## src/hdl/ir_carrier_pkg.sv

```systemverilog
package ir_carrier_pkg;
   localparam logic [11:0] MODE_OFFS = 12'h000;
   localparam logic [11:0] LOW_CMP_OFFS = 12'h004;
   localparam logic [11:0] HIGH_CMP_OFFS = 12'h008;
   localparam logic [11:0] CARRIER_CTRL_OFFS = 12'h00c;
   localparam logic [11:0] PACER_CTRL_OFFS = 12'h010;
   localparam logic [11:0] PACER_CMP_OFFS = 12'h014;
   localparam logic [11:0] STATUS_OFFS = 12'h018;
   // Mode register fields
   localparam int MODE_EN_BIT = 7;
   localparam int CKS_LSB = 4;
   localparam int CKS_W = 3;
   // Carrier control fields
   localparam int REMOTE_EN_BIT = 2;
   localparam int GATE_ACT_BIT = 1;
   localparam int GATE_BUF_BIT = 0;
   // Pacer control fields
   localparam int PACER_EN_BIT = 7;
   localparam int PACER_CKS_LSB = 0;
   localparam int PACER_CKS_W = 3;
   localparam logic [7:0] CMP_RESET = 8'h01;
   localparam logic [7:0] CNT_CLEAR = 8'h00;
   localparam logic [7:0] PACER_CMP_RESET = 8'hff;
   localparam int PRESCALE_W = 8;
   localparam int GATE_DELAY = 2;
endpackage

```

## src/hdl/ir_carrier_generator.sv

```systemverilog
// Added by the designer: the placing of the registers and the APB register port.
`timescale 1ns/1ns
`default_nettype none
module ir_carrier_generator
   import ir_carrier_pkg::*;
(
   input wire logic i_clk,
   input wire logic i_rst,
   input wire logic i_psel,
   input wire logic i_penable,
   input wire logic i_pwrite,
   input wire logic [11:0] i_paddr,
   input wire logic [31:0] i_pwdata,
   output logic [31:0] o_prdata,
   output logic o_pready,
   output logic o_pslverr,
   output logic o_carrier_out_pin,
   output logic o_carrier_match_irq,
   output logic o_pacer_irq
);
   // ---------------------------------------------
   // Registers
   // ---------------------------------------------
   logic carrier_timer_enable_reg;
   logic [CKS_W-1:0] cks_reg;
   logic [7:0] low_width_compare_reg;
   logic [7:0] high_width_compare_reg;
   logic [7:0] high_latch_reg;
   logic high_pending_reg;
   logic remote_output_enable_reg;
   logic gate_buffer_bit_reg;
   logic gate_active_bit_reg;
   logic pacer_count_enable_reg;
   logic [PACER_CKS_W-1:0] pacer_cks_reg;
   logic [7:0] pacer_cmp_reg;
   logic [7:0] pacer_counter_reg;
   logic [7:0] carrier_timer_reg;
   logic use_high_reg;
   logic carrier_clk_reg;
   logic carrier_prev_reg;
   logic first_tick_reg;
   logic pacer_irq_reg;
   logic pacer_pend_reg;
   logic sync_pulse_reg;
   logic [1:0] gate_cnt_reg;
   logic out_reg;
   logic irq_reg;
   logic [31:0] prdata_reg;
   logic pready_reg;
   logic pslverr_reg;

   logic wr_en;
   logic rd_en;
   logic addr_ok;
   logic tick;
   logic pacer_tick;
   logic match;
   logic [7:0] cmp_sel;
   logic gate_load;

   assign wr_en = i_psel && i_penable && i_pwrite && !pready_reg;
   assign rd_en = i_psel && i_penable && !i_pwrite && !pready_reg;
   assign addr_ok = (i_paddr == MODE_OFFS) || (i_paddr == LOW_CMP_OFFS) ||
      (i_paddr == HIGH_CMP_OFFS) || (i_paddr == CARRIER_CTRL_OFFS) ||
      (i_paddr == PACER_CTRL_OFFS) || (i_paddr == PACER_CMP_OFFS) ||
      (i_paddr == STATUS_OFFS);
   assign cmp_sel = use_high_reg ? high_width_compare_reg : low_width_compare_reg;
   assign match = tick && !first_tick_reg && (carrier_timer_reg == cmp_sel);
   assign gate_load = tick && (gate_cnt_reg == 2'(GATE_DELAY - 1));

   clock_divider u_carrier_div (
      .i_clk(i_clk),
      .i_rst(i_rst),
      .i_sel(cks_reg),
      .i_run(carrier_timer_enable_reg),
      .o_tick(tick)
   );

   clock_divider u_pacer_div (
      .i_clk(i_clk),
      .i_rst(i_rst),
      .i_sel(pacer_cks_reg),
      .i_run(pacer_count_enable_reg),
      .o_tick(pacer_tick)
   );

   // ---------------------------------------------
   // APB slave, one wait state
   // ---------------------------------------------
   always_ff @(posedge i_clk) begin
      if (i_rst) begin
         pready_reg <= 1'b0;
         pslverr_reg <= 1'b0;
         prdata_reg <= '0;
      end else begin
         pready_reg <= i_psel && i_penable && !pready_reg;
         pslverr_reg <= i_psel && i_penable && !pready_reg && !addr_ok;
         if (rd_en) begin
            case (i_paddr)
               MODE_OFFS: prdata_reg <= 32'({carrier_timer_enable_reg, cks_reg, 4'h0});
               LOW_CMP_OFFS: prdata_reg <= 32'(low_width_compare_reg);
               HIGH_CMP_OFFS: prdata_reg <= 32'(high_width_compare_reg);
               CARRIER_CTRL_OFFS: prdata_reg <= 32'({remote_output_enable_reg,
                  gate_active_bit_reg, gate_buffer_bit_reg});
               PACER_CTRL_OFFS: prdata_reg <= 32'({pacer_count_enable_reg, 4'h0,
                  pacer_cks_reg});
               PACER_CMP_OFFS: prdata_reg <= 32'(pacer_cmp_reg);
               STATUS_OFFS: prdata_reg <= 32'({pacer_counter_reg, carrier_timer_reg});
               default: prdata_reg <= '0;
            endcase
         end else begin
            prdata_reg <= '0;
         end
      end
   end

   // ---------------------------------------------
   // Configuration writes
   // ---------------------------------------------
   always_ff @(posedge i_clk) begin
      if (i_rst) begin
         carrier_timer_enable_reg <= 1'b0;
         cks_reg <= '0;
         low_width_compare_reg <= CMP_RESET;
         remote_output_enable_reg <= 1'b0;
         gate_buffer_bit_reg <= 1'b0;
         pacer_count_enable_reg <= 1'b0;
         pacer_cks_reg <= '0;
         pacer_cmp_reg <= PACER_CMP_RESET;
      end else if (wr_en) begin
         case (i_paddr)
            MODE_OFFS: begin
               carrier_timer_enable_reg <= i_pwdata[MODE_EN_BIT];
               cks_reg <= i_pwdata[CKS_LSB +: CKS_W];
            end
            LOW_CMP_OFFS: low_width_compare_reg <= i_pwdata[7:0];
            CARRIER_CTRL_OFFS: begin
               remote_output_enable_reg <= i_pwdata[REMOTE_EN_BIT];
               gate_buffer_bit_reg <= i_pwdata[GATE_BUF_BIT];
            end
            PACER_CTRL_OFFS: begin
               pacer_count_enable_reg <= i_pwdata[PACER_EN_BIT];
               pacer_cks_reg <= i_pwdata[PACER_CKS_LSB +: PACER_CKS_W];
            end
            PACER_CMP_OFFS: pacer_cmp_reg <= i_pwdata[7:0];
            default: begin
            end
         endcase
      end
   end

   // ---------------------------------------------
   // High-width compare with latch
   // ---------------------------------------------
   always_ff @(posedge i_clk) begin
      if (i_rst) begin
         high_width_compare_reg <= CMP_RESET;
         high_latch_reg <= CMP_RESET;
         high_pending_reg <= 1'b0;
      end else begin
         if (wr_en && i_paddr == HIGH_CMP_OFFS) begin
            high_latch_reg <= i_pwdata[7:0];
            if (!carrier_timer_enable_reg) begin
               high_width_compare_reg <= i_pwdata[7:0];
               high_pending_reg <= 1'b0;
            end else begin
               high_pending_reg <= 1'b1;
            end
         end else if (match && use_high_reg && high_pending_reg) begin
            high_width_compare_reg <= high_latch_reg;
            high_pending_reg <= 1'b0;
         end
      end
   end

   // ---------------------------------------------
   // Carrier counter and clock
   // ---------------------------------------------
   always_ff @(posedge i_clk) begin
      if (i_rst || !carrier_timer_enable_reg) begin
         carrier_timer_reg <= CNT_CLEAR;
         use_high_reg <= 1'b0;
         carrier_clk_reg <= 1'b0;
         first_tick_reg <= 1'b1;
      end else if (tick) begin
         first_tick_reg <= 1'b0;
         if (first_tick_reg) begin
            carrier_timer_reg <= CNT_CLEAR;
         end else if (match) begin
            carrier_timer_reg <= CNT_CLEAR;
            use_high_reg <= !use_high_reg;
            carrier_clk_reg <= !carrier_clk_reg;
         end else begin
            carrier_timer_reg <= carrier_timer_reg + 8'h01;
         end
      end
   end

   // ---------------------------------------------
   // Match interrupt, one count clock wide
   // ---------------------------------------------
   always_ff @(posedge i_clk) begin
      if (i_rst || !carrier_timer_enable_reg) begin
         irq_reg <= 1'b0;
      end else if (tick) begin
         irq_reg <= match;
      end
   end

   // ---------------------------------------------
   // Pacer counter
   // ---------------------------------------------
   always_ff @(posedge i_clk) begin
      if (i_rst || !pacer_count_enable_reg) begin
         pacer_counter_reg <= CNT_CLEAR;
         pacer_irq_reg <= 1'b0;
      end else begin
         pacer_irq_reg <= 1'b0;
         if (pacer_tick) begin
            if (pacer_counter_reg == pacer_cmp_reg) begin
               pacer_counter_reg <= CNT_CLEAR;
               pacer_irq_reg <= 1'b1;
            end else begin
               pacer_counter_reg <= pacer_counter_reg + 8'h01;
            end
         end
      end
   end

   // ---------------------------------------------
   // Sync to count clock and gate transfer
   // ---------------------------------------------
   always_ff @(posedge i_clk) begin
      if (i_rst) begin
         pacer_pend_reg <= 1'b0;
         sync_pulse_reg <= 1'b0;
         gate_cnt_reg <= '0;
         gate_active_bit_reg <= 1'b0;
      end else begin
         if (pacer_irq_reg) begin
            pacer_pend_reg <= 1'b1;
         end else if (tick) begin
            pacer_pend_reg <= 1'b0;
         end
         if (tick) begin
            sync_pulse_reg <= pacer_pend_reg || pacer_irq_reg;
            if (sync_pulse_reg && gate_cnt_reg == 2'h0) begin
               gate_cnt_reg <= 2'h1;
            end else if (gate_load) begin
               gate_cnt_reg <= 2'h0;
            end
         end
         if (gate_load) begin
            gate_active_bit_reg <= gate_buffer_bit_reg;
         end
      end
   end

   // ---------------------------------------------
   // Output selection
   // ---------------------------------------------
   always_ff @(posedge i_clk) begin
      if (i_rst) begin
         carrier_prev_reg <= 1'b0;
      end else begin
         carrier_prev_reg <= carrier_clk_reg;
      end
   end

   always_ff @(posedge i_clk) begin
      if (i_rst) begin
         out_reg <= 1'b0;
      end else if (!remote_output_enable_reg) begin
         out_reg <= gate_buffer_bit_reg;
      end else if (!gate_buffer_bit_reg && !gate_active_bit_reg && !out_reg) begin
         out_reg <= 1'b0;
      end else if (out_reg) begin
         out_reg <= carrier_clk_reg;
      end else begin
         out_reg <= gate_active_bit_reg && carrier_clk_reg && !carrier_prev_reg;
      end
   end

   assign o_prdata = prdata_reg;
   assign o_pready = pready_reg;
   assign o_pslverr = pslverr_reg;
   assign o_carrier_out_pin = out_reg;
   assign o_carrier_match_irq = irq_reg;
   assign o_pacer_irq = pacer_irq_reg;
endmodule
`default_nettype wire

```

## src/hdl/clock_divider.sv

```systemverilog
`timescale 1ns/1ns
`default_nettype none
module clock_divider
   import ir_carrier_pkg::*;
(
   input wire logic i_clk,
   input wire logic i_rst,
   input wire logic [CKS_W-1:0] i_sel,
   input wire logic i_run,
   output logic o_tick
);
   logic [PRESCALE_W-1:0] prescale_reg;
   logic [PRESCALE_W:0] wide_sum;
   assign wide_sum = {1'b0, prescale_reg} + 9'h001;

   // ---------------------------------------------
   // Free prescaler, tick every 2^sel clocks
   // ---------------------------------------------
   always_ff @(posedge i_clk) begin
      if (i_rst || !i_run) begin
         prescale_reg <= '0;
      end else begin
         prescale_reg <= wide_sum[PRESCALE_W-1:0];
      end
   end

   always_comb begin
      if (!i_run) begin
         o_tick = 1'b0;
      end else if (i_sel == 3'h0) begin
         o_tick = 1'b1;
      end else begin
         o_tick = (prescale_reg & ((8'h01 << i_sel) - 8'h01)) == ((8'h01 << i_sel) - 8'h01);
      end
   end
endmodule
`default_nettype wire

```

## config.mk

```make
export PLATFORM = sky130hd
export DESIGN_NAME = ir_carrier_generator
export DESIGN_NICKNAME = d
export VERILOG_FILES = /design/src/hdl/ir_carrier_pkg.sv /design/src/hdl/ir_carrier_generator.sv /design/src/hdl/clock_divider.sv
export SDC_FILE = /design/constraint.sdc
export NUM_CORES = 1
export LEC_CHECK = 0
export BUFFER_PORTS_ARGS = -buffer_cell sky130_fd_sc_hd__buf_2
export CORE_ASPECT_RATIO = 0.9
export CORE_UTILIZATION = 55
export CTS_BUF_LIST = sky130_fd_sc_hd__clkbuf_4 sky130_fd_sc_hd__clkbuf_8 sky130_fd_sc_hd__clkbuf_16
export CTS_CLUSTER_SIZE = 28
export DETAILED_ROUTE_END_ITERATION = 12
export HOLD_SLACK_MARGIN = 0.08
export MAX_ROUTING_LAYER = met4
export PLACE_DENSITY = 0.9
export SLEW_MARGIN = 30
export SYNTH_ARGS = -nofsm -noshare
export SYNTH_HDL_FRONTEND = slang
export SYNTH_SLANG_ARGS = --single-unit
export TNS_END_PERCENT = 5
```

## constraint.sdc

```tcl
create_clock -name i_clk -period 5 [get_ports i_clk]
set_input_delay 1.5 -clock i_clk [delete_from_list [all_inputs] [get_ports i_clk]]
set_output_delay 1.5 -clock i_clk [all_outputs]
set_load 0.01 [all_outputs]
```

## Word-level counts from Yosys, hierarchy flattened

Index checks and enable logic that the tools add are counted.

- Flip-flop bits (word level): 121
- Bits in latches: 0
- RAM bits: 0
- Memory bits (read-only): 0
- Input port bits: 49
- Output and inout port bits: 37
- Logic and storage cells: 133
- Memories kept: 0

- Add/sub/neg operators: 6
- Multiply operators: 0
- Divide/modulo/power cells: 0
- Order comparisons: 0
- Eq/ne operators: 12
- Shifts and indexed selects: 2
- Muxes and demuxes: 23
- Bitwise gates (word level): 5
- Reductions and logical operators: 56

Operator list:

| operator | number |
|---|---|
| $pmux 16 s7 | 1 |
| $mux 8 | 7 |
| $eq 12x5->1 const B | 3 |
| $add 8x1->8 const B | 4 |
| $eq 8x8->1 | 4 |
| $eq 12x4->1 const B | 2 |
| $logic_and 1x1->1 | 18 |
| $and 8x8->8 | 2 |
| $shl 1x3->8 const A | 2 |
| $sub 8x1->8 const B | 2 |
| $reduce_and 2->1 | 7 |
| $mux 1 | 13 |
| $eq 12x3->1 const B | 1 |
| $logic_not 1->1 | 12 |
| $logic_not 12->1 | 1 |
| $logic_or 1x1->1 | 9 |
| $logic_not 3->1 | 2 |
| $reduce_bool 2->1 | 3 |
| $mux 2 | 2 |
| $reduce_or 2->1 | 2 |
| $not 1->1 | 3 |
| $reduce_and 3->1 | 1 |
| $eq 2x1->1 const B | 1 |
| $logic_not 2->1 | 1 |
| $ne 2x2->1 const B | 1 |

## Longest topological paths before layout

Gate-level depths: netlist of the first run.

- Depth after elaboration: 12
- Mapped depth: 9
- Depth with buffers taken out: 6

## By module

A second synthesis of the first run with hierarchy kept.

- Cell total of the unflattened synthesis: 523
- Area total of the unflattened synthesis: 4835.9 sq um

By module, submodules not included:

| module | instances | cells an instance | area each (sq um) | sequential area each (sq um) |
|---|---|---|---|---|
| ir_carrier_generator | 1 | 424 | 4006.3 | 1761.7 |
| clock_divider (u_carrier_div) | 1 | 49 | 417.9 | 140.1 |
| clock_divider (u_pacer_div) | 1 | 50 | 411.6 | 140.1 |

## Worst setup path before layout of the first run

No wires, ideal clock.

- Kind: input -> register
- Start: input port i_paddr[3]
- End: register high_width_compare_reg[0]
- Setup time: 121 ps
- Arrival time: 3098 ps
- Setup slack: 1780 ps
- Stages on the path: 8
- Cells stage by stage: buf_2 > nor3b_1 > and4_1 > clkbuf_2 > nand2_2 > nand3_1 > a2bb2oi_4 > mux2_4

- Longest elaborated chain between the ends: 4

Ends and longest elaborated chain:

| what | RTL line | text |
|---|---|---|
| start: declaration | ir_carrier_generator.sv:12 | `input wire logic [11:0] i_paddr,` |
| $eq 12x4->1 (*) | ir_carrier_generator.sv:161 | `if (wr_en && i_paddr == HIGH_CMP_OFFS) begin` |
| $logic_and 1x1->1 (*) | ir_carrier_generator.sv:161 |  |
| $ne 2x2->1 (no line) or $reduce_bool 2->1 (tied branches) | -- |  |
| $reduce_and 2->1 (no line) | -- |  |
| end signal: assignment | ir_carrier_generator.sv:164 | `high_width_compare_reg <= i_pwdata[7:0];` |
| end signal: assignment | ir_carrier_generator.sv:170 | `high_width_compare_reg <= high_latch_reg;` |
| end: declaration | ir_carrier_generator.sv:27 | `logic [7:0] high_width_compare_reg;` |

Every way passes the cells marked *; elsewhere a longest branch is shown, timed or not.
A chain may end at the register's enable or synchronous reset.

## Worst setup path in the final report of the first run

- Start: input port i_paddr[1]
- End: register low_width_compare_reg[0]

- Longest elaborated chain between the ends: 2

Ends and longest elaborated chain:

| what | RTL line | text |
|---|---|---|
| $eq 12x3->1 | ir_carrier_generator.sv:131 | `case (i_paddr)` |
| $reduce_and 2->1 (no line) | -- |  |
| end signal: assignment | ir_carrier_generator.sv:136 | `LOW_CMP_OFFS: low_width_compare_reg <= i_pwdata[7:0];` |
| end: declaration | ir_carrier_generator.sv:26 | `logic [7:0] low_width_compare_reg;` |

Every way passes these cells.

==> summary.md, run 1 <==
| Metric | Value |
|---|---|
| Worst-margin pin slew | `857 ps` |
| Top_reg_cell synth | `dfxtp_1` |
| Max Cap Violations | `0` |
| Clk sinks | `102` |
| Die Wd | `100 um` |
| Initial Util | `58.1%` |
| Drt first-iter violations | `390` |
| Layout area overhead | `8.37%` |
| Vias per cell | `5.75` |
| CTS buffer count | `9` |
| Finished Cell Area | `5200 um^2` |
| RSZ-0062 raised after global routing | `no` |
| Dpl cell area | `4980 um^2` |
| Post-synth EDFFs | `0` |
| Post-Syn Area | `4800 um^2` |
| GRT overflow | `0` |
| Synth unique cells | `58` |
| Gr usage total | `26.0%` |
| DIE AREA | `9100 um^2` |
| Routed WL per cell | `16.1 um` |
| Worst IR Drop VDD | `172 uV` |
| DRT antenna net count | `0` |
| CP Launch Type | `primary input` |
| CTS tree | `built` |
| Core ar. | `8260 um^2` |
| Global-route wire length before repair | `17,800 um` |
| Gates resized, CTS repair | `0` |
| Ys async rst share | `0%` |
| DR pass1 iterations | `5` |
| CP arrival | `3540 ps` |
| Fin crit period | `3270 ps` |
| Share of post-route cells with drive strength above 1 | `16.1%` |
| Row count | `31` |
| Setup crit end kind | `flip-flop` |
| Crit path required time | `5270 ps` |
| Vias | `3,918` |
| CP Max Fanout | `9` |
| Max Buffers Root-to-Sink | `2` |
| Status | `finished clean` |
| Gate Count Post-Synth | `529` |
| Fmax | `0.306 GHz` |
| Final WL | `11,000 um` |
| Post-CTS Setup Bufs | `0` |
| Area contributors post-synth | `dfxtp_1 (43%), mux2i_1 (5.2%), nand2_1 (4.6%)` |
| Fin. max-slew vios | `0` |
| Hold-fix buffers, CTS | `0` |
| H-tree depth | `3` |
| PwrDens | `275 nW/um^2` |
| Initial antenna violation count | `0` |
| Hold Violations, Final | `0` |
| Reg area | `2040 um^2` |
| Final Cycle Share | `65.4%` |
| Largest register FFs | `16` |
| Register area share after synthesis | `42.5%` |
| Worst Clk Skew | `11.5 ps` |
| Yosys Warn Count | `0` |
| IO Pins | `86` |
| DP Wirelength | `7970 um` |
| Worst skew pair latency | `370 ps` |
| Crit Path Category | `primary input to flip-flop` |
| Post-synth top area cell | `dfxtp_1` |
| Hold Path Class | `flip-flop to flip-flop` |
| Fill cells | `682` |
| Final nets | `615` |
| Synth top area share | `42.5%` |
| Root buffer cell | `clkbuf_8` |
| Drc violations | `0` |
| Clock transition at the registers of the reported paths | `90 ps` |
| GPL Wtd Cong | `0.929` |
| Final Setup Violations | `0` |
| Number of diodes | `0` |
| Multi-input gate area | `2530 um^2` |
| Avg Cell Area, Syn | `9.07 um^2` |
| Die Y | `90.6 um` |
| Leak Pwr | `2.03 nW` |
| I/O Buffers | `45` |
| Yosys reg bits | `102` |
| Vias in the first global route | `3,614` |
| Total negative slack | `0 ps` |
| Largest net degree at the start of global routing | `54` |
| Rel. slew slack | `42.9%` |
## stage by stage
step           cells  total power [mW]  setup slack [ps]  hold slack, ps  utilization, %
6_report         681              1.43              1730             457            63.0
5_1_grt          681              1.47              1600             496            63.0
4_1_cts          681              1.43              1770             462            63.0
3_5_place_dp     666             0.875              1380             450            60.3
3_3_place_gp     666             0.874              1460             445            60.3
2_1_floorplan    544             0.868              1780             434               -
## Yosys cell counts, types with 5 or more instances
cell type and instances:
and2_1 5, mux2i_1 25, nand4_1 9, xor2_1 21, nor2_1 49, buf_4 16
and2b_2 7, nand2_1 59, mux2_4 8, nand3_1 27, xnor2_1 13, and3_1 19
nand3b_1 10, inv_1 7, clkbuf_1 14, a22oi_1 10, nand2b_1 8, o21ai_0 11
dfxtp_1 102, a21oi_1 40
## final timing paths
check	start	end	slack [ps]	cells past startpoint
setup / recovery	i_paddr[1]	low_width_compare_reg[0]	1730	7
hold / removal	o_carrier_match_irq	o_carrier_match_irq	460	2
setup reg to reg	use_high_reg	high_width_compare_reg[3]	2390	6
hold reg to reg	o_carrier_match_irq	o_carrier_match_irq	460	2
## critical path, stage by stage
cell and delay (ps):
buf_2 100, nor4_2 350, nand3_1 300, nor3b_1 360
and3b_1 530, nor2b_1 110, a211o_1 280
## logic make-up (layout without fill, tap and decap cells)
kind of cell	after synthesis	after routing	share of synthesized area (%)
and+or+nand+nor	224	224	25.2
other	1	16	0.0781
AOI/OAI and AO/OA	81	81	10.6
xor gates and xnor gates	34	34	6.20
muxes	36	36	8.42
DFF	102	102	42.5
buffers and inverters	47	69	5.92
adders and majority gates	4	4	1.04
## layout make-up
cell class | instances | area share (%)
Sequential cell | 102 | 39.3
Timing Repair Buffer | 47 | 4.62
Multi-Input combinational cell | 395 | 48.6
Clock inverter | 5 | 1.56
Inverter | 7 | 0.505
Tap cell | 115 | 2.77
Clock buffer | 10 | 2.65
## metal layers
layer	track usage (%)	share of wire, %
met3	6.50	8.0
met5	-	0
met2	39.1	46
met4	8.82	1.9
met1	34.0	44
## cells in the final DEF (no fill, tap or decap), types with 11 or more instances in the layout
cell	instances
mux2i_1	25
a21oi_1	40
xnor2_1	13
nor2_1	49
xor2_1	21
o21ai_0	11
nand3_1	27
and3_1	19
buf_2	45
conb_1	16
dfxtp_1	102
nand2_1	59
## where the power goes
part           leakage (nW)  total (mW)  internal (mW)  switching (mW)
clock                 0.109       0.571          0.294           0.277
sequential            0.822       0.813          0.812        0.000320
combinational          1.10      0.0455         0.0150          0.0305
Note: power is estimated with default switching activity, not from simulation.
==> run 2, diff against run 1 <==
Settings changed: ABC_AREA set to 1, CORE_UTILIZATION 55 to 50, PLACE_DENSITY 0.9 to 0.86.
Clock period 5 ns to 2.8 ns, I/O delays scaled along.
==> run 2 against run 1 <==
Effect of this change:
- design area is 1.4% higher
- worst hold slack better by 6.3 ps
- worst setup slack worse by 1200 ps
- sequential cell count stayed put
- wire length is 4.2% higher
- global-route usage is 1.5 points lower
- register-to-register slack worse by 1700 ps
- clock-buffer cell count is 1 higher
- critical path depth is 4 higher
- combinational power is 89% higher
- via count is 16% higher
- critical endpoint is now high_width_compare_reg[5]
- largest cell class unchanged
==> summary.md, run 2 <==
| Metric | Value |
|---|---|
| Status | `finished clean` |
| GPL Wtd Cong | `0.944` |
| Crit-path cells | `buf_2 > nor2_1 > nand3_1 > nor2_4 > nand2_2 > nor2_4 > inv_2 > nand2_2 > nand3_1 > nand2_1 > nor2_1` |
| Post-Syn Area | `4830 um^2` |
| Fin crit period | `2260 ps` |
| CTS buffer count | `9` |
| I/O Buffers | `45` |
| CP Launch Type | `primary input` |
| Largest register FFs | `16` |
| Crit Path Category | `primary input to flip-flop` |
| Clk sinks | `102` |
| Fmax | `0.443 GHz` |
| CP max-delay cell | `nor2_4` |
| Global-route wire length before repair | `18,800 um` |
| Die Wd | `106 um` |
| Max Buffers Root-to-Sink | `2` |
| Most frequent cells after synthesis | `nand2_1 (153), dfxtp_1 (102), inv_1 (77), nor2_1 (63), a21oi_1 (54)` |
| Share of post-route cells with drive strength above 1 | `13.3%` |
| Final nets | `770` |
| Worst Clk Skew | `15.6 ps` |
| Largest net degree at the start of global routing | `34` |
| IO Pins | `86` |
| Clock Power Share | `34.6%` |
| P_sw | `542 uW` |
| Reg2Reg Depth | `13` |
| Hold Violations, Final | `0` |
| Setup crit end kind | `flip-flop` |
| DR pass1 iterations | `5` |
| CP Buf/Inv Count | `2` |
| Number of diodes | `0` |
| Drt first-iter violations | `366` |
| Synth unique cells | `43` |
| Routed WL per cell | `13.6 um` |
| Hold-fix buffers, CTS | `0` |
| H-tree depth | `3` |
| Worst IR Drop VDD | `261 uV` |
| Yosys Warn Count | `0` |
| Max Cap Violations | `0` |
| Clock transition at the registers of the reported paths | `90 ps` |
| Post-synth EDFFs | `0` |
| CP max stage delay | `330 ps` |
| Worst Hold Path EP | `u_carrier_div.prescale_reg[0]` |
| Hold Crit Start | `u_carrier_div.prescale_reg[0]` |
| RR Endpoint | `high_width_compare_reg[5]` |
| Crit path required time | `3060 ps` |
| Final Setup Violations | `0` |
| DRT antenna net count | `0` |
| Hold path depth | `1` |
| Most common cell after layout, fill and taps aside | `nand2_1` |
| Sw Share | `23.1%` |
| Worst skew pair latency | `370 ps` |
| CP arrival | `2520 ps` |
| DIE AREA | `10,100 um^2` |
| Int Power | `1.81 mW` |
| Vias | `4,546` |
| Share of total power in sequential cells | `61.7%` |
| Area contributors post-synth | `dfxtp_1 (42%), nand2_1 (12%), inv_1 (6.0%)` |
| Final Cycle Share | `80.7%` |
| RSZ-0062 raised after global routing | `no` |
| Vias in the first global route | `4,193` |
| Leak Pwr | `2.12 nW` |
| Commonest cells after routing, fill and taps aside | `nand2_1 (153), dfxtp_1 (102), inv_1 (77)` |
| Final WL | `11,400 um` |
| Post-CTS Setup Bufs | `0` |
| Comb pwr share | `3.7%` |
| Vias per cell | `5.40` |
| Row count | `33` |
| DP Wirelength | `8570 um` |
| Gr usage total | `24.5%` |
| WP depth | `11` |
| Layout area overhead | `9.20%` |
| Root buffer cell | `clkbuf_8` |
| Register area share after synthesis | `42.3%` |
| CP Max Fanout | `17` |
| Hold Path Class | `flip-flop to flip-flop` |
| R2r startpoint | `use_high_reg` |
| Post-synth top area cell | `dfxtp_1` |
| Top_reg_cell synth | `dfxtp_1` |
| CTS tree | `built` |
| Avg Cell Area, Syn | `7.22 um^2` |
| PwrDens | `446 nW/um^2` |
| Ys async rst share | `0%` |
| Initial Util | `52.2%` |
| Die Y | `95.2 um` |
| Reg2Reg Setup Slack | `660 ps` |
| Dpl cell area | `5110 um^2` |
| Gate Count Post-Synth | `669` |
| Finished Cell Area | `5270 um^2` |
| Synth top area share | `42.3%` |
| Top Family by Delay on Critical Path | `simple AND/OR/NAND/NOR gates` |
| Yosys reg bits | `102` |
| Initial antenna violation count | `0` |
| Core ar. | `9250 um^2` |
| Gates resized, CTS repair | `0` |
| Drc violations | `0` |
| Fin. max-slew vios | `0` |
| Total negative slack | `0 ps` |
| GRT overflow | `0` |
| Most common cell in the netlist | `nand2_1` |
-- run 2: changes by cell type in the layout (fill, tap and decap cells not counted), sizes merged, moves of 19 or more --
cell / before / now
nand2: 60 / 160
inv: 8 / 83
nor2: 49 / 71
o21ai: 12 / 43
and3: 19 / 0
mux2i: 25 / 3
-- run 2: layout make-up --
type	instances	area, um^2
multi-input combinational	469	2330
clock buffer	11	139
inverter	84	318
fill	867	3980
sequential	102	2040
clock inverter	3	23.8
tap	122	153
timing repair buffer	51	270
-- run 2: cell families after synthesis --
family,synth area share (%)
and+or+nand+nor,28.5
AOI/OAI and AO/OA,14.8
buffers and inverters,10.7
DFF,42.3
xor gates and xnor gates,1.99
adders and majority gates,1.04
muxes,0.622
other,0.0776
-- run 2: how the worst max path moves through the flow --
stage                                     end  slack, ps   startpoint
finish              high_width_compare_reg[5]        540   i_paddr[7]
global route        high_width_compare_reg[5]        380   i_paddr[7]
CTS                 high_width_compare_reg[5]        580   i_paddr[7]
detailed placement  high_width_compare_reg[5]        190   i_paddr[7]
global placement    high_width_compare_reg[5]        280  i_paddr[11]
floorplan           high_width_compare_reg[2]        650       i_psel
-- run 2: worst reg2reg max path, stage by stage, from the launching register on --
cell and delay (ps):
dfxtp_1 570, inv_4 120, nand2_1 100, nand2_1 60
nand2_1 50, nand2_1 60, nor2_1 110, nand2_1 80
nor2_2 170, nand4_1 120, nand2_2 310, nand3_1 150
nand2_1 90, nor2_1 40
-- run 2: power by group through the flow --
stage                     Sequential (mW)  Combinational, mW  Clock, mW
after floorplan                      1.49             0.0595          0
after global placement               1.48             0.0816          0
after detailed placement             1.48             0.0835          0
after CTS                            1.45             0.0838      0.830
after global routing                 1.45             0.0931      0.878
final                                1.45             0.0859      0.815
-- run 2: per-layer routing --
metal | up-vias | part of all wire [%] | GRT usage, %
met3 | 24 | 8.9 | 5.06
met1 | 2089 | 45 | 31.0
met5 | - | 0 | -
met4 | 0 | 2.0 | 9.49
li1 | 2245 | - | -
met2 | 188 | 44 | 38.7
-- run 2: stage by stage --
| step | hold slack [ps] | setup WS (ps) | total power [mW] | utilization, % | std cells |
|---|---|---|---|---|---|
| 3_3_place_gp | 435 | 280 | 1.57 | 55.3 | 828 |
| 3_5_place_dp | 450 | 192 | 1.57 | 55.3 | 828 |
| 6_report | 463 | 541 | 2.35 | 57.0 | 842 |
| 5_1_grt | 494 | 380 | 2.42 | 57.0 | 842 |
| 2_1_floorplan | 422 | 650 | 1.54 | - | 684 |
| 4_1_cts | 465 | 585 | 2.36 | 57.0 | 842 |
==> run 3, diff against run 2 <==
Clock period 2.8 ns to 1.85 ns, I/O delays scaled along.
==> run 3 against run 2 <==
Effect of this change:
- global-route usage grew 1.9 points
- combinational power rose by 79%
- critical path depth decreased by 1
- sequential share of layout area shrank 2.9 points
- critical path type unchanged
- critical endpoint is now low_width_compare_reg[2]
- largest power group unchanged
==> summary.md, run 3 (synthesis results as in run 2) <==
| Metric | Value |
|---|---|
| Die Y | `95.2 um` |
| Setup ws final | `129 ps` |
| DIE AREA | `10,100 um^2` |
| Crit Path Category | `primary input to flip-flop` |
| CTS tree | `built` |
| CP Launch Type | `primary input` |
| Number of diodes | `0` |
| Crit path required time | `2100 ps` |
| CP arrival | `1970 ps` |
| Largest net degree at the start of global routing | `34` |
| CP max-delay cell | `o21ai_0` |
| Clock transition at the registers of the reported paths | `90 ps` |
| DP Wirelength | `9250 um` |
| Design Power | `3.93 mW` |
| Setup slack after placement | `-234 ps` |
| I/O Buffers | `45` |
| Fin. max-slew vios | `0` |
| RSZ-0062 raised after global routing | `yes` |
| Worst skew pair latency | `370 ps` |
| Layout area overhead | `18.5%` |
| Leak Pwr | `2.36 nW` |
| Largest register FFs | `16` |
| Max Cap Violations | `0` |
| Gr usage total | `26.3%` |
| CP Max Fanout | `14` |
| Vias in the first global route | `4,307` |
| Final core occ | `61.9%` |
| Fmax | `0.581 GHz` |
| CP dominant cell by count | `nor2_4` |
| Final nets | `813` |
| Fin crit period | `1720 ps` |
| PwrDens | `687 nW/um^2` |
| Worst Clk Skew | `5.92 ps` |
| Global-route wire length before repair | `20,100 um` |
| Drt first-iter violations | `484` |
| Post-CTS Setup Bufs | `0` |
| Top Family by Delay on Critical Path | `simple AND/OR/NAND/NOR gates` |
| H-tree depth | `3` |
| Fill cells | `783` |
| Die Wd | `106 um` |
| CP Buf/Inv Count | `3` |
| Most common cell after layout, fill and taps aside | `nand2_1` |
| IO Pins | `86` |
| Clk sinks | `102` |
| GRT overflow | `0` |
| CP max stage delay | `310 ps` |
| Initial antenna violation count | `0` |
| DR pass1 iterations | `5` |
| Root buffer cell | `clkbuf_8` |
| Hold Violations, Final | `0` |
| DRT antenna net count | `0` |
| Finished Cell Area | `5720 um^2` |
| Share of post-route cells with drive strength above 1 | `20.0%` |
| Crit-path cells | `buf_2 > nor2_4 > nand3_2 > nor2_4 > buf_4 > nand2_2 > inv_2 > nand2_1 > o21ai_0 > a21oi_1` |
| Setup crit end kind | `flip-flop` |
| CTS buffer count | `9` |
| Status | `finished clean` |
| Final WL | `12,200 um` |
| Vias per cell | `5.32` |
| Drc violations | `0` |
| Initial Util | `52.2%` |
| Commonest cells after routing, fill and taps aside | `nand2_1 (152), dfxtp_1 (98), inv_1 (76)` |
| Hold-fix buffers, CTS | `0` |
| GPL Wtd Cong | `0.950` |
| Worst IR Drop VDD | `598 uV` |
| Vias | `4,718` |
| Final Cycle Share | `93.0%` |
| Final Setup Violations | `0` |
| Hold Path Class | `flip-flop to flip-flop` |
| Dpl cell area | `5490 um^2` |
| Max Buffers Root-to-Sink | `2` |
| Row count | `33` |
| Core ar. | `9250 um^2` |
| Routed WL per cell | `13.8 um` |
-- run 3: changes by cell type in the layout (fill, tap and decap cells not counted), sizes merged --
cell    change
buf        +43
bufinv      +2
clkbuf      -1
inv         +1
-- run 3: timing repair --
item                       4_1_cts  5_1_grt
setup endpoints to repair        0       19
hold endpoints to repair         0        0
resized for setup                0        5
-- run 3: layer usage --
| metal | share of wire (%) | vias to the layer above | track usage (%) | wire (um) |
|---|---|---|---|---|
| li1 | - | 2331 | - | - |
| met1 | 44 | 2150 | 32.7 | 5360 |
| met2 | 45 | 203 | 42.8 | 5500 |
| met3 | 8.8 | 34 | 6.22 | 1070 |
| met4 | 2.2 | 0 | 8.45 | 274 |
| met5 | 0 | - | - | 0 |
-- run 3: final timing paths --
check,slack (ps),from,cells after the start,end
setup / recovery,130,i_paddr[7],10,low_width_compare_reg[2]
hold / removal,440,u_carrier_div.prescale_reg[0],1,u_carrier_div.prescale_reg[0]
setup reg to reg,140,use_high_reg,14,high_width_compare_reg[0]
hold reg to reg,440,u_carrier_div.prescale_reg[0],1,u_carrier_div.prescale_reg[0]
-- run 3: stage by stage --
stage	setup TNS (ps)	hold slack [ps]	cells
after CTS	0	466	887
after global placement	-3920	433	871
after floorplan	0	422	684
final	0	441	887
after detailed placement	-7050	449	871
after global routing	-237	465	887
-- run 3: final cells by class --
class / instances / area (um^2) / area share, %
clock buffers: 10 / 131 / 2.30
clock inverters: 6 / 95.1 / 1.66
inverters: 84 / 318 / 5.55
multi-input cells: 469 / 2360 / 41.2
flip-flops and latches: 102 / 2050 / 35.8
well taps: 122 / 153 / 2.67
repair buffers: 94 / 618 / 10.8
-- run 3: where the power goes --
| part | leakage (nW) | switching [mW] | internal, mW |
|---|---|---|---|
| registers | 0.824 | 0.000595 | 2.20 |
| clock network | 0.108 | 0.790 | 0.789 |
| logic | 1.43 | 0.103 | 0.0509 |
